$ cat config.mk
export PLATFORM = sky130hd
export DESIGN_NAME = bus_phy_spread
export DESIGN_NICKNAME = d
export VERILOG_FILES = /design/src/design/bus_phy_pkg.sv /design/src/design/prbs_gen.sv /design/src/design/bus_phy_spread.sv
export SDC_FILE = /design/constraint.sdc
export NUM_CORES = 1
export LEC_CHECK = 0
export BUFFER_PORTS_ARGS = -buffer_cell sky130_fd_sc_hd__buf_2
export CAP_MARGIN = 25
export CORE_MARGIN = 2
export CORE_UTILIZATION = 30
export DETAILED_ROUTE_END_ITERATION = 16
export PLACE_DENSITY = 0.52
export SLEW_MARGIN = 10
export SYNTH_ARGS = -nofsm -noshare
export SYNTH_HDL_FRONTEND = slang
export SYNTH_SLANG_ARGS = --single-unit
$ cat constraint.sdc
create_clock -name sys_clk -period 25.5 [get_ports sys_clk]
set_input_delay 5.1 -clock sys_clk [delete_from_list [all_inputs] [get_ports sys_clk]]
set_output_delay 5.1 -clock sys_clk [all_outputs]
set_load 0.02 [all_outputs]
$ cat src/design/bus_phy_pkg.sv
package bus_phy_pkg;

  localparam int NUM_CH = 2;

  // Clock and update timing
  localparam int CLK_PERIOD_NS   = 10;
  localparam int FAST_UPDATE_NS  = 1400000;
  localparam int SLOW_UPDATE_NS  = 180224000;
  localparam int FAST_UPDATE_CYC = FAST_UPDATE_NS / CLK_PERIOD_NS;
  localparam int SLOW_UPDATE_CYC = SLOW_UPDATE_NS / CLK_PERIOD_NS;
  localparam int FAST_UPDATES    = 64;

  // Bit building: oscillator cycles per bus bit, last phase index
  localparam int         OSC_PER_BIT = 3;
  localparam logic [1:0] PH_LAST     = 2'(OSC_PER_BIT - 1);

  // One oscillator period at offset 0 is 275 cycles; period*(512+off)
  // stays at this product when the centre is right.
  localparam int          PLL_K       = 275 * 512;
  localparam int          MEAS_OSC    = 32;
  localparam logic [25:0] PLL_TARGET  = 26'(MEAS_OSC * PLL_K);
  localparam logic [9:0]  OFFSET_BASE = 10'h200;
  localparam logic [9:0]  CENTRE_RST  = 10'h113;
  localparam logic [9:0]  CENTRE_MIN  = 10'h040;
  localparam logic [9:0]  CENTRE_MAX  = 10'h3ff;

  // Spread code
  localparam logic [5:0]  SPREAD_MID  = 6'h20;
  localparam logic [14:0] PRBS_SEED   = 15'h0001;

  // Register map, per channel block of 16 bytes
  localparam logic [11:0] REG_SS_CTRL = 12'h000;
  localparam logic [11:0] REG_OFFSET  = 12'h004;
  localparam logic [11:0] REG_STATUS  = 12'h008;
  localparam logic [11:0] CH_STRIDE   = 12'h010;

  localparam int SSC_EN_BIT     = 0;
  localparam int SSC_DEV_LO_BIT = 1;
  localparam int SSC_DEV_HI_BIT = 2;
  localparam int SSC_LEN_LSB    = 3;
  localparam int STS_CENTRE_LSB = 0;
  localparam int STS_CODE_LSB   = 10;
  localparam int STS_FAST_BIT   = 16;
  localparam int STS_FRAME_BIT  = 17;

  localparam logic [4:0] SSC_RST    = 5'h00;
  localparam logic [7:0] OFFSET_RST = 8'h00;

  // Gray along idle -> high -> low
  typedef enum logic [1:0] {
    DRV_IDLE = 2'b00,
    DRV_HIGH = 2'b01,
    DRV_LOW  = 2'b11,
    DRV_HIZ  = 2'b10
  } drive_state_t;

endpackage

$ cat src/design/prbs_gen.sv
`timescale 1ns/100ps
module prbs_gen
  import bus_phy_pkg::*;
(
  input  wire logic       sys_clk,
  input  wire logic       rst,
  input  wire logic       step,
  input  wire logic [1:0] len_sel,
  output logic      [5:0] code
);

  logic [14:0] lfsr_q;
  logic [14:0] mask;
  logic        fb;

  always_comb
  begin
    case (len_sel)
      2'h0:
      begin
        fb   = lfsr_q[5] ^ lfsr_q[4];
        mask = 15'h003f;
      end
      2'h1:
      begin
        fb   = lfsr_q[6] ^ lfsr_q[5];
        mask = 15'h007f;
      end
      2'h2:
      begin
        fb   = lfsr_q[10] ^ lfsr_q[8];
        mask = 15'h07ff;
      end
      default:
      begin
        fb   = lfsr_q[14] ^ lfsr_q[13];
        mask = 15'h7fff;
      end
    endcase
  end

  // A length change may leave the active bits all zero; reseed then
  always_ff @(posedge sys_clk or posedge rst)
  begin
    if (rst)
      lfsr_q <= PRBS_SEED;
    else if ((lfsr_q & mask) == 15'h0000)
      lfsr_q <= PRBS_SEED;
    else if (step)
      lfsr_q <= {lfsr_q[13:0], fb};
  end

  assign code = lfsr_q[5:0];

endmodule // prbs_gen

$ cat src/design/bus_phy_spread.sv
`timescale 1ns/100ps
// Behaviour
// - Map frame and level to idle, hi-Z, high, low
// - Pass return data only while framing, no thermal
// - Thermal limit forces hi-Z and zero response
// - Spreading per channel, only when enable bit set
// - Sixty-four evenly spaced bit durations at full deviation
// - Each bus bit is three oscillator cycles
// - Loop compares clock reference with oscillator period
// - Fast phase after reset and offset write
// - Fast phase is 64 updates of 1.4 ms
// - Then slow updates every 180.224 ms
// - Centre updates far slower than spread steps
// - Maximal PRBS of length 6, 7, 11, 15
// - Paired bit periods keep even frames constant
// - Two deviation bits pick off, 1/4, 1/2 or full deviation
// - Spread word changes at bit start; frame fall or spread off resets it to mid
// - Frame starts on frame fall, bits on level fall
// - Level low one third for 1, two for 0
module bus_phy_spread
  import bus_phy_pkg::*;
#(
  parameter int FAST_CYC = FAST_UPDATE_CYC,
  parameter int SLOW_CYC = SLOW_UPDATE_CYC
)(
  input  wire logic                     sys_clk,
  input  wire logic                     rst,
  input  wire logic                     psel,
  input  wire logic                     penable,
  input  wire logic                     pwrite,
  input  wire logic [11:0]              paddr,
  input  wire logic [31:0]              pwdata,
  output logic      [31:0]              prdata,
  output logic                          pready,
  output logic                          pslverr,
  input  wire logic [NUM_CH-1:0]        frame_ctrl_n,
  input  wire logic [NUM_CH-1:0]        tx_bit,
  output logic      [NUM_CH-1:0]        tx_bit_take,
  output logic      [NUM_CH-1:0]        bus_level_ctrl,
  input  wire logic [NUM_CH-1:0]        thermal_limit,
  input  wire logic [NUM_CH-1:0]        bus_return_raw,
  output logic      [NUM_CH-1:0]        slave_response_bit,
  output drive_state_t [NUM_CH-1:0]     bus_drive_state,
  output logic      [NUM_CH-1:0]        idle_drv_en,
  output logic      [NUM_CH-1:0]        signal_drv_en,
  output logic      [NUM_CH-1:0][5:0]   spread_dac_code,
  output logic      [NUM_CH-1:0][9:0]   centre_dac_code
);

  logic [4:0]  spread_control_reg [NUM_CH];
  logic [7:0]  offset_q [NUM_CH];
  logic [31:0] status_w [NUM_CH];
  logic [NUM_CH-1:0] offset_wr;
  logic [31:0] rd_data;
  logic        hit;
  logic        wr_ok;
  logic [31:0] prdata_q;

  // Register decode; status words are read-only
  always_comb
  begin
    hit       = 1'b0;
    rd_data   = 32'h0000_0000;
    offset_wr = '0;
    wr_ok     = psel && penable && pwrite;
    for (int c = 0; c < NUM_CH; c++)
    begin
      if (paddr == REG_SS_CTRL + 12'(c) * CH_STRIDE)
      begin
        hit     = 1'b1;
        rd_data = {27'h0, spread_control_reg[c]};
      end
      else if (paddr == REG_OFFSET + 12'(c) * CH_STRIDE)
      begin
        hit          = 1'b1;
        rd_data      = {24'h0, offset_q[c]};
        offset_wr[c] = wr_ok;
      end
      else if (paddr == REG_STATUS + 12'(c) * CH_STRIDE)
      begin
        hit     = 1'b1;
        rd_data = status_w[c];
      end
    end
  end

  always_ff @(posedge sys_clk or posedge rst)
  begin
    if (rst)
    begin
      for (int c = 0; c < NUM_CH; c++)
      begin
        spread_control_reg[c] <= SSC_RST;
        offset_q[c]           <= OFFSET_RST;
      end
    end
    else if (wr_ok)
    begin
      for (int c = 0; c < NUM_CH; c++)
      begin
        if (paddr == REG_SS_CTRL + 12'(c) * CH_STRIDE)
          spread_control_reg[c] <= pwdata[4:0];
        if (offset_wr[c])
          offset_q[c] <= pwdata[7:0];
      end
    end
  end

  // Read data is latched in the setup cycle so it is a flop output
  always_ff @(posedge sys_clk or posedge rst)
  begin
    if (rst)
      prdata_q <= 32'h0000_0000;
    else if (psel && !penable)
      prdata_q <= rd_data;
  end

  assign prdata  = prdata_q;
  assign pready  = 1'b1;
  assign pslverr = psel && penable && !hit;

  for (genvar g = 0; g < NUM_CH; g++)
  begin : g_ch
    logic        frame_d1_q;
    logic        frame_fall;
    logic [10:0] osc_cnt_q;
    logic        osc_tick;
    logic [1:0]  ph_q;
    logic        lead_q;
    logic        data_q;
    logic        level_q;
    logic        level_d;
    logic        bit_start;
    logic        spread_on;
    logic [1:0]  dev;
    logic [5:0]  code_q;
    logic        pair_q;
    logic [5:0]  prbs_code;
    logic signed [7:0]  step_s;
    logic signed [11:0] period_s;
    logic [10:0] period;
    logic [9:0]  centre_q;
    logic [15:0] meas_cyc_q;
    logic [4:0]  meas_osc_q;
    logic [15:0] meas_q;
    logic        meas_ok_q;
    logic [25:0] prod;
    logic [24:0] timer_q;
    logic [6:0]  fast_left_q;
    logic        upd_tick;
    drive_state_t drv_d;
    drive_state_t drv_q;
    logic        trans_q;
    logic        trans_d;
    logic        idle_q;
    logic        sig_q;
    logic        resp_q;

    assign frame_fall = frame_d1_q && !frame_ctrl_n[g];
    assign dev = {spread_control_reg[g][SSC_DEV_HI_BIT],
                  spread_control_reg[g][SSC_DEV_LO_BIT]};
    assign spread_on = spread_control_reg[g][SSC_EN_BIT]
                       && (dev != 2'h0);

    // Deviation span scales 1/4, 1/2, full with the two deviation bits
    always_comb
    begin
      step_s   = 8'(signed'({2'b00, code_q}) - 8'sd32);
      step_s   = step_s >>> (2'd3 - dev);
      period_s = signed'({2'b00, centre_q}) + 12'(step_s);
      if (period_s < 12'sd2)
        period = 11'h002;
      else
        period = period_s[10:0];
    end

    // Compare with >= so a centre step mid-period cannot skip the tick
    assign osc_tick  = (osc_cnt_q >= period - 11'h001);
    // No data bit starts on the edge that detects the frame fall
    assign bit_start = osc_tick && (ph_q == PH_LAST)
                       && !frame_ctrl_n[g] && !frame_d1_q;
    assign tx_bit_take[g] = bit_start;

    always_ff @(posedge sys_clk or posedge rst)
    begin
      if (rst)
        frame_d1_q <= 1'b1;
      else
        frame_d1_q <= frame_ctrl_n[g];
    end

    // Oscillator model, realigned to the frame start
    always_ff @(posedge sys_clk or posedge rst)
    begin
      if (rst)
        osc_cnt_q <= 11'h000;
      else if (frame_fall || osc_tick)
        osc_cnt_q <= 11'h000;
      else
        osc_cnt_q <= osc_cnt_q + 11'h001;
    end

    // First bit after frame fall is a lead bit held high
    always_ff @(posedge sys_clk or posedge rst)
    begin
      if (rst)
      begin
        ph_q   <= 2'h0;
        lead_q <= 1'b0;
        data_q <= 1'b1;
      end
      else if (frame_fall)
      begin
        ph_q   <= 2'h0;
        lead_q <= 1'b1;
      end
      else if (osc_tick)
      begin
        ph_q <= (ph_q == PH_LAST) ? 2'h0 : ph_q + 2'h1;
        if (bit_start)
        begin
          lead_q <= 1'b0;
          data_q <= tx_bit[g];
        end
      end
    end

    always_comb
    begin
      if (frame_ctrl_n[g] || lead_q || frame_fall)
        level_d = 1'b1;
      else if (ph_q == 2'h0)
        level_d = 1'b0;
      else if (ph_q == 2'h1)
        level_d = data_q;
      else
        level_d = 1'b1;
    end

    always_ff @(posedge sys_clk or posedge rst)
    begin
      if (rst)
        level_q <= 1'b1;
      else
        level_q <= level_d;
    end

    prbs_gen u_prbs (
      .sys_clk (sys_clk),
      .rst     (rst),
      .step    (bit_start && spread_on && !pair_q),
      .len_sel (spread_control_reg[g][SSC_LEN_LSB +: 2]),
      .code    (prbs_code)
    );

    // Odd bits mirror the previous code so each pair sums the same
    always_ff @(posedge sys_clk or posedge rst)
    begin
      if (rst)
      begin
        code_q <= SPREAD_MID;
        pair_q <= 1'b0;
      end
      else if (!spread_on)
      begin
        code_q <= SPREAD_MID;
        pair_q <= 1'b0;
      end
      // Lead bit runs at mid so only data bits pair up
      else if (frame_fall)
      begin
        code_q <= SPREAD_MID;
        pair_q <= 1'b0;
      end
      else if (bit_start)
      begin
        code_q <= pair_q ? ~code_q : prbs_code;
        pair_q <= !pair_q;
      end
    end

    // Period measurement over 32 oscillator cycles
    always_ff @(posedge sys_clk or posedge rst)
    begin
      if (rst)
      begin
        meas_cyc_q <= 16'h0000;
        meas_osc_q <= 5'h00;
        meas_q     <= 16'h0000;
        meas_ok_q  <= 1'b0;
      end
      else if (osc_tick && meas_osc_q == 5'(MEAS_OSC - 1))
      begin
        meas_q     <= meas_cyc_q + 16'h0001;
        meas_cyc_q <= 16'h0000;
        meas_osc_q <= 5'h00;
        meas_ok_q  <= 1'b1;
      end
      else
      begin
        meas_cyc_q <= meas_cyc_q + 16'h0001;
        if (osc_tick)
          meas_osc_q <= meas_osc_q + 5'h01;
      end
    end

    assign prod = 26'(meas_q) * 26'(OFFSET_BASE + 10'(offset_q[g]));
    assign upd_tick = (fast_left_q != 7'h00)
                      ? (timer_q == 25'(FAST_CYC - 1))
                      : (timer_q == 25'(SLOW_CYC - 1));

    always_ff @(posedge sys_clk or posedge rst)
    begin
      if (rst)
      begin
        timer_q     <= 25'h0000000;
        fast_left_q <= 7'(FAST_UPDATES);
      end
      else if (offset_wr[g])
      begin
        timer_q     <= 25'h0000000;
        fast_left_q <= 7'(FAST_UPDATES);
      end
      else if (upd_tick)
      begin
        timer_q <= 25'h0000000;
        if (fast_left_q != 7'h00)
          fast_left_q <= fast_left_q - 7'h01;
      end
      else
        timer_q <= timer_q + 25'h0000001;
    end

    // One step per update; the update spacing dwarfs a bit time
    always_ff @(posedge sys_clk or posedge rst)
    begin
      if (rst)
        centre_q <= CENTRE_RST;
      else if (upd_tick && meas_ok_q)
      begin
        if (prod > PLL_TARGET && centre_q > CENTRE_MIN)
          centre_q <= centre_q - 10'h001;
        else if (prod < PLL_TARGET && centre_q < CENTRE_MAX)
          centre_q <= centre_q + 10'h001;
      end
    end

    always_comb
    begin
      if (thermal_limit[g])
        drv_d = DRV_HIZ;
      else if (frame_ctrl_n[g])
        drv_d = level_q ? DRV_IDLE : DRV_HIZ;
      else
        drv_d = level_q ? DRV_HIGH : DRV_LOW;
      if (drv_d == DRV_IDLE)
        trans_d = 1'b1;
      else if (drv_d == DRV_HIGH)
        trans_d = trans_q;
      else
        trans_d = 1'b0;
    end

    // Idle driver keeps the bus through the idle/high handoff
    always_ff @(posedge sys_clk or posedge rst)
    begin
      if (rst)
      begin
        drv_q   <= DRV_HIZ;
        trans_q <= 1'b0;
        idle_q  <= 1'b0;
        sig_q   <= 1'b0;
        resp_q  <= 1'b0;
      end
      else
      begin
        drv_q   <= drv_d;
        trans_q <= trans_d;
        idle_q  <= (drv_d == DRV_IDLE)
                   || (drv_d == DRV_HIGH && trans_d);
        sig_q   <= (drv_d == DRV_LOW)
                   || (drv_d == DRV_HIGH && !trans_d);
        resp_q  <= !frame_ctrl_n[g] && !thermal_limit[g]
                   && bus_return_raw[g];
      end
    end

    always_comb
    begin
      status_w[g] = 32'h0000_0000;
      status_w[g][STS_CENTRE_LSB +: 10] = centre_q;
      status_w[g][STS_CODE_LSB +: 6]    = code_q;
      status_w[g][STS_FAST_BIT]         = (fast_left_q != 7'h00);
      status_w[g][STS_FRAME_BIT]        = !frame_ctrl_n[g];
    end

    assign bus_level_ctrl[g]     = level_q;
    assign bus_drive_state[g]    = drv_q;
    assign idle_drv_en[g]        = idle_q;
    assign signal_drv_en[g]      = sig_q;
    assign slave_response_bit[g] = resp_q;
    assign spread_dac_code[g]    = code_q;
    assign centre_dac_code[g]    = centre_q;
  end

endmodule // bus_phy_spread

==> flow_summary.yaml <==
detailed_routing:
  final_antenna_net_count: 0
  met3_length_mm: 3.038
  avgRoutedWirePerCell_um: 15.17
  highest_layer: "met5"
  num_vias: 19364
  wl_met1_mm: 30.24
  wl_mm: 61.78
  dr.first_iter.drc_count: 913
  met2_length_mm: 27.16
  drc: 0
  drtPass1Iterations: 5
  drt-vias-per-instance: 4.755
yosys:
  synth.top_cell.area_share: 0.2617
  post_synth_inst_count: 2885
  synth_area_leaders: "dfrtp_1 (26%), fa_1 (15%), ha_1 (10%)"
  synth_seq_cells: 294
  synthArstFlopShare: 1.000
  ys_seq_area_frac: 0.2839
  synth_flop_cell: "dfrtp_1"
  synth-edff-count: 0
  syn_area_sq_um: 26010
  synth.avg_cell_area_sq_um: 9.016
  yosysWarnings: 0
  yosysUniqueCellTypes: 92
  yosysTopAreaCell: "dfrtp_1"
setup_path:
  end_kind: "output pin"
  r2r_setup_slack_ns: 16.59
  r2r-start: "offset_q[4]"
  worstPathRequired_ns: 20.40
  rr_worst_depth: 31
  cp_max_fo: 17
  crit_type: "reg2out"
  setup.worst_path.start_class: "register"
  worstPathArrival_ns: 7.41
  crit_path_start: "g_ch[1].dev[0]"
die:
  coreArea_sq_um: 85550
  rows: 107
  fp.dieH_um: 298.5
  die_w_um: 298.5
  start_util: 0.3041
  num_io_pins: 137
  dieArea_sq_um: 89080
place:
  placed_area_sq_um: 27440
  dp.cells: 4007
  detailed_place_hpwl_mm: 47.77
  gp_congestion: 0.8168
  portBuffers: 97
cts:
  clockRootBuffer: "clkbuf_16"
  cts_tree: "yes"
  numCtsBuffers: 35
  cts_setup_buffers: 0
  clock_latency_ns: 0.54
  cts_sinks: 294
  clock_path_buffers: 3
  cts.repair.resized: 0
  cts_hold_buf: 0
  clk_pin_slew_ns: 0.06
  htreeDepth: 2
layout:
  area_growth_pct: 10.22
  largest_reg_flops: 50
  regMostFlops: "g_ch.timer_q"
  final_cells: 4072
  reg.largest.list: "g_ch.timer_q x50, g_ch.meas_cyc_q x32, g_ch.meas_q x32"
  stdcell_area_sq_um: 28670
  n_fill_cell: 8963
  nets: 3368
  layout-drive-gt1-share: 0.09433
min_path:
  hold_depth: 1
  hold_start: "g_ch[1].trans_q"
  hold_path.class: "reg2reg"
sta:
  worstMarginPinSlew_ns: 0.9846
  fin_crit_ns: 12.51
  max_slew_margin: 0.3436
  finClkSkew_ns: 0.02166
  finalSetupViolations: 0
  tns_ns: 0
  hold_violations: 0
  fmax_ghz: 0.07992
  final_max_slew_viol_count: 0
  rsz0062_at_grt: "no"
  post-route-period-util: 0.4907
  whs_ns: 0.4474
global_routing:
  grt_usage: 0.1410
  grt_pass1_wl_mm: 102.8
  grt_max_degree: 183
  grt-ovfl-total: 0
  grt_pass1_vias: 19279
  antenna_found_initial: 7
run_status:
  status: "finished, final reports clean"
job:
  maxCapViolations: 0
power:
  cellLeakagePower_nw: 14.09
  total_power_mw: 1.348
  peakVddDrop_uv: 58.74
  powerDensity_nw_per_um2: 47.01
-- cell usage in the layout (no fill, tap or decap), drive strengths merged, types with 8 or more instances in the layout --
master | synthesis | routed
o21bai | 12 | 12
a31oi | 13 | 13
a22oi | 17 | 17
o211ai | 8 | 8
xor2 | 84 | 84
nor3 | 41 | 41
mux2 | 46 | 46
inv | 347 | 347
buf | 37 | 110
nor2 | 233 | 233
nand2 | 368 | 368
nand3b | 10 | 10
a211oi | 16 | 16
dfstp | 22 | 22
dfrtp | 272 | 272
or3 | 12 | 12
conb | 2 | 15
nor2b | 11 | 11
a21oi | 115 | 115
o21ai | 111 | 111
nand3 | 72 | 72
and2 | 117 | 117
and3 | 27 | 27
clkbuf | 107 | 52
mux2i | 40 | 40
a21o | 50 | 50
fa | 198 | 198
nand2b | 23 | 23
xnor2 | 96 | 96
nand4 | 36 | 36
ha | 212 | 212
nor4 | 17 | 17
-- synthesized netlist by cell type, drive strengths merged, types with 11 or more instances --
cell type and count:
a21o 50, a22oi 17, nand4 36, nor3 41, clkbuf 107, nand2b 23
mux2i 40, mux2 46, dfstp 22, buf 37, fa 198, nand3 72
and2 117, ha 212, a31oi 13, xnor2 96, and3 27, o21ai 111
a211oi 16, a21oi 115, o21bai 12, nor2 233, or3 12, nor2b 11
inv 347, nor4 17, xor2 84, dfrtp 272, nand2 368
-- cell families after synthesis --
kind of cell               Yosys count  share of synthesized area
muxes                               89                    0.03891
DFF                                294                     0.2839
and+or+nand+nor                   1006                     0.1828
xor gates and xnor gates           180                    0.06061
AOI/OAI and AO/OA                  411                     0.1035
buffers and inverters              493                    0.07566
adders and majority gates          410                     0.2544
other                                2                  0.0002887
-- path summary, 6_finish.rpt --
| kind | endpoint |
|---|---|
| setup / recovery | tx_bit_take[1] |
| hold / removal | g_ch[1].sig_q |
| setup reg to reg | g_ch[1].centre_q[9] |
| hold reg to reg | g_ch[1].sig_q |
| max in group asynchronous | g_ch[1].meas_q[5] |
| min in group asynchronous | prdata[14] |
-- final cells by class --
class                      instances  area [sq um]  area share
multi-input combinational       2111         16720      0.5832
sequential                       294          7385      0.2576
tap                             1144          1431     0.04993
inverter                         349          1318     0.04595
clock buffer                      52          1062     0.03705
timing repair buffer             110         595.6     0.02077
clock inverter                    10         152.6    0.005324
antenna                            2         5.005   0.0001746
-- stage by stage --
step	setup slack [ns]	util
2_1_floorplan	12.32	-
3_3_place_gp	13.25	0.3208
3_5_place_dp	13.30	0.3208
4_1_cts	12.84	0.3350
5_1_grt	12.38	0.3351
6_report	12.99	0.3351
-- critical path, cell delays in order (launching register included) --
cell	delay, ns
dfrtp_1	0.53
mux4_2	0.55
ha_1	0.23
fa_1	0.43
a21o_1	0.21
a21oi_2	0.17
o21bai_1	0.10
a2111oi_0	0.40
nor3_1	0.14
xor2_1	0.17
or3_1	0.43
nand2b_1	0.20
o31a_1	0.40
nor2b_1	0.18
ha_1	0.34
xor2_1	0.22
ha_1	0.29
a21o_1	0.15
a21o_1	0.17
a21o_1	0.16
a21o_1	0.17
a211oi_1	0.24
o21ai_1	0.10
buf_4	0.20
nand2_1	0.12
clkinv_1	0.31
buf_2	0.29
-- power breakdown --
part	switching (mW)	internal [mW]	leakage [nW]
sequential	0.0636	0.513	3.86
combinational	0.143	0.102	9.63
clock	0.199	0.328	0.598
total	0.405	0.943	14.1
-- metal layers --
layer / track usage / up-vias
met5: 0 / -
met4: 0.03829 / 4
met3: 0.02152 / 67
met2: 0.2190 / 286
met1: 0.2034 / 9530
li1: - / 9477
Note: power is estimated with default switching activity, not from simulation.
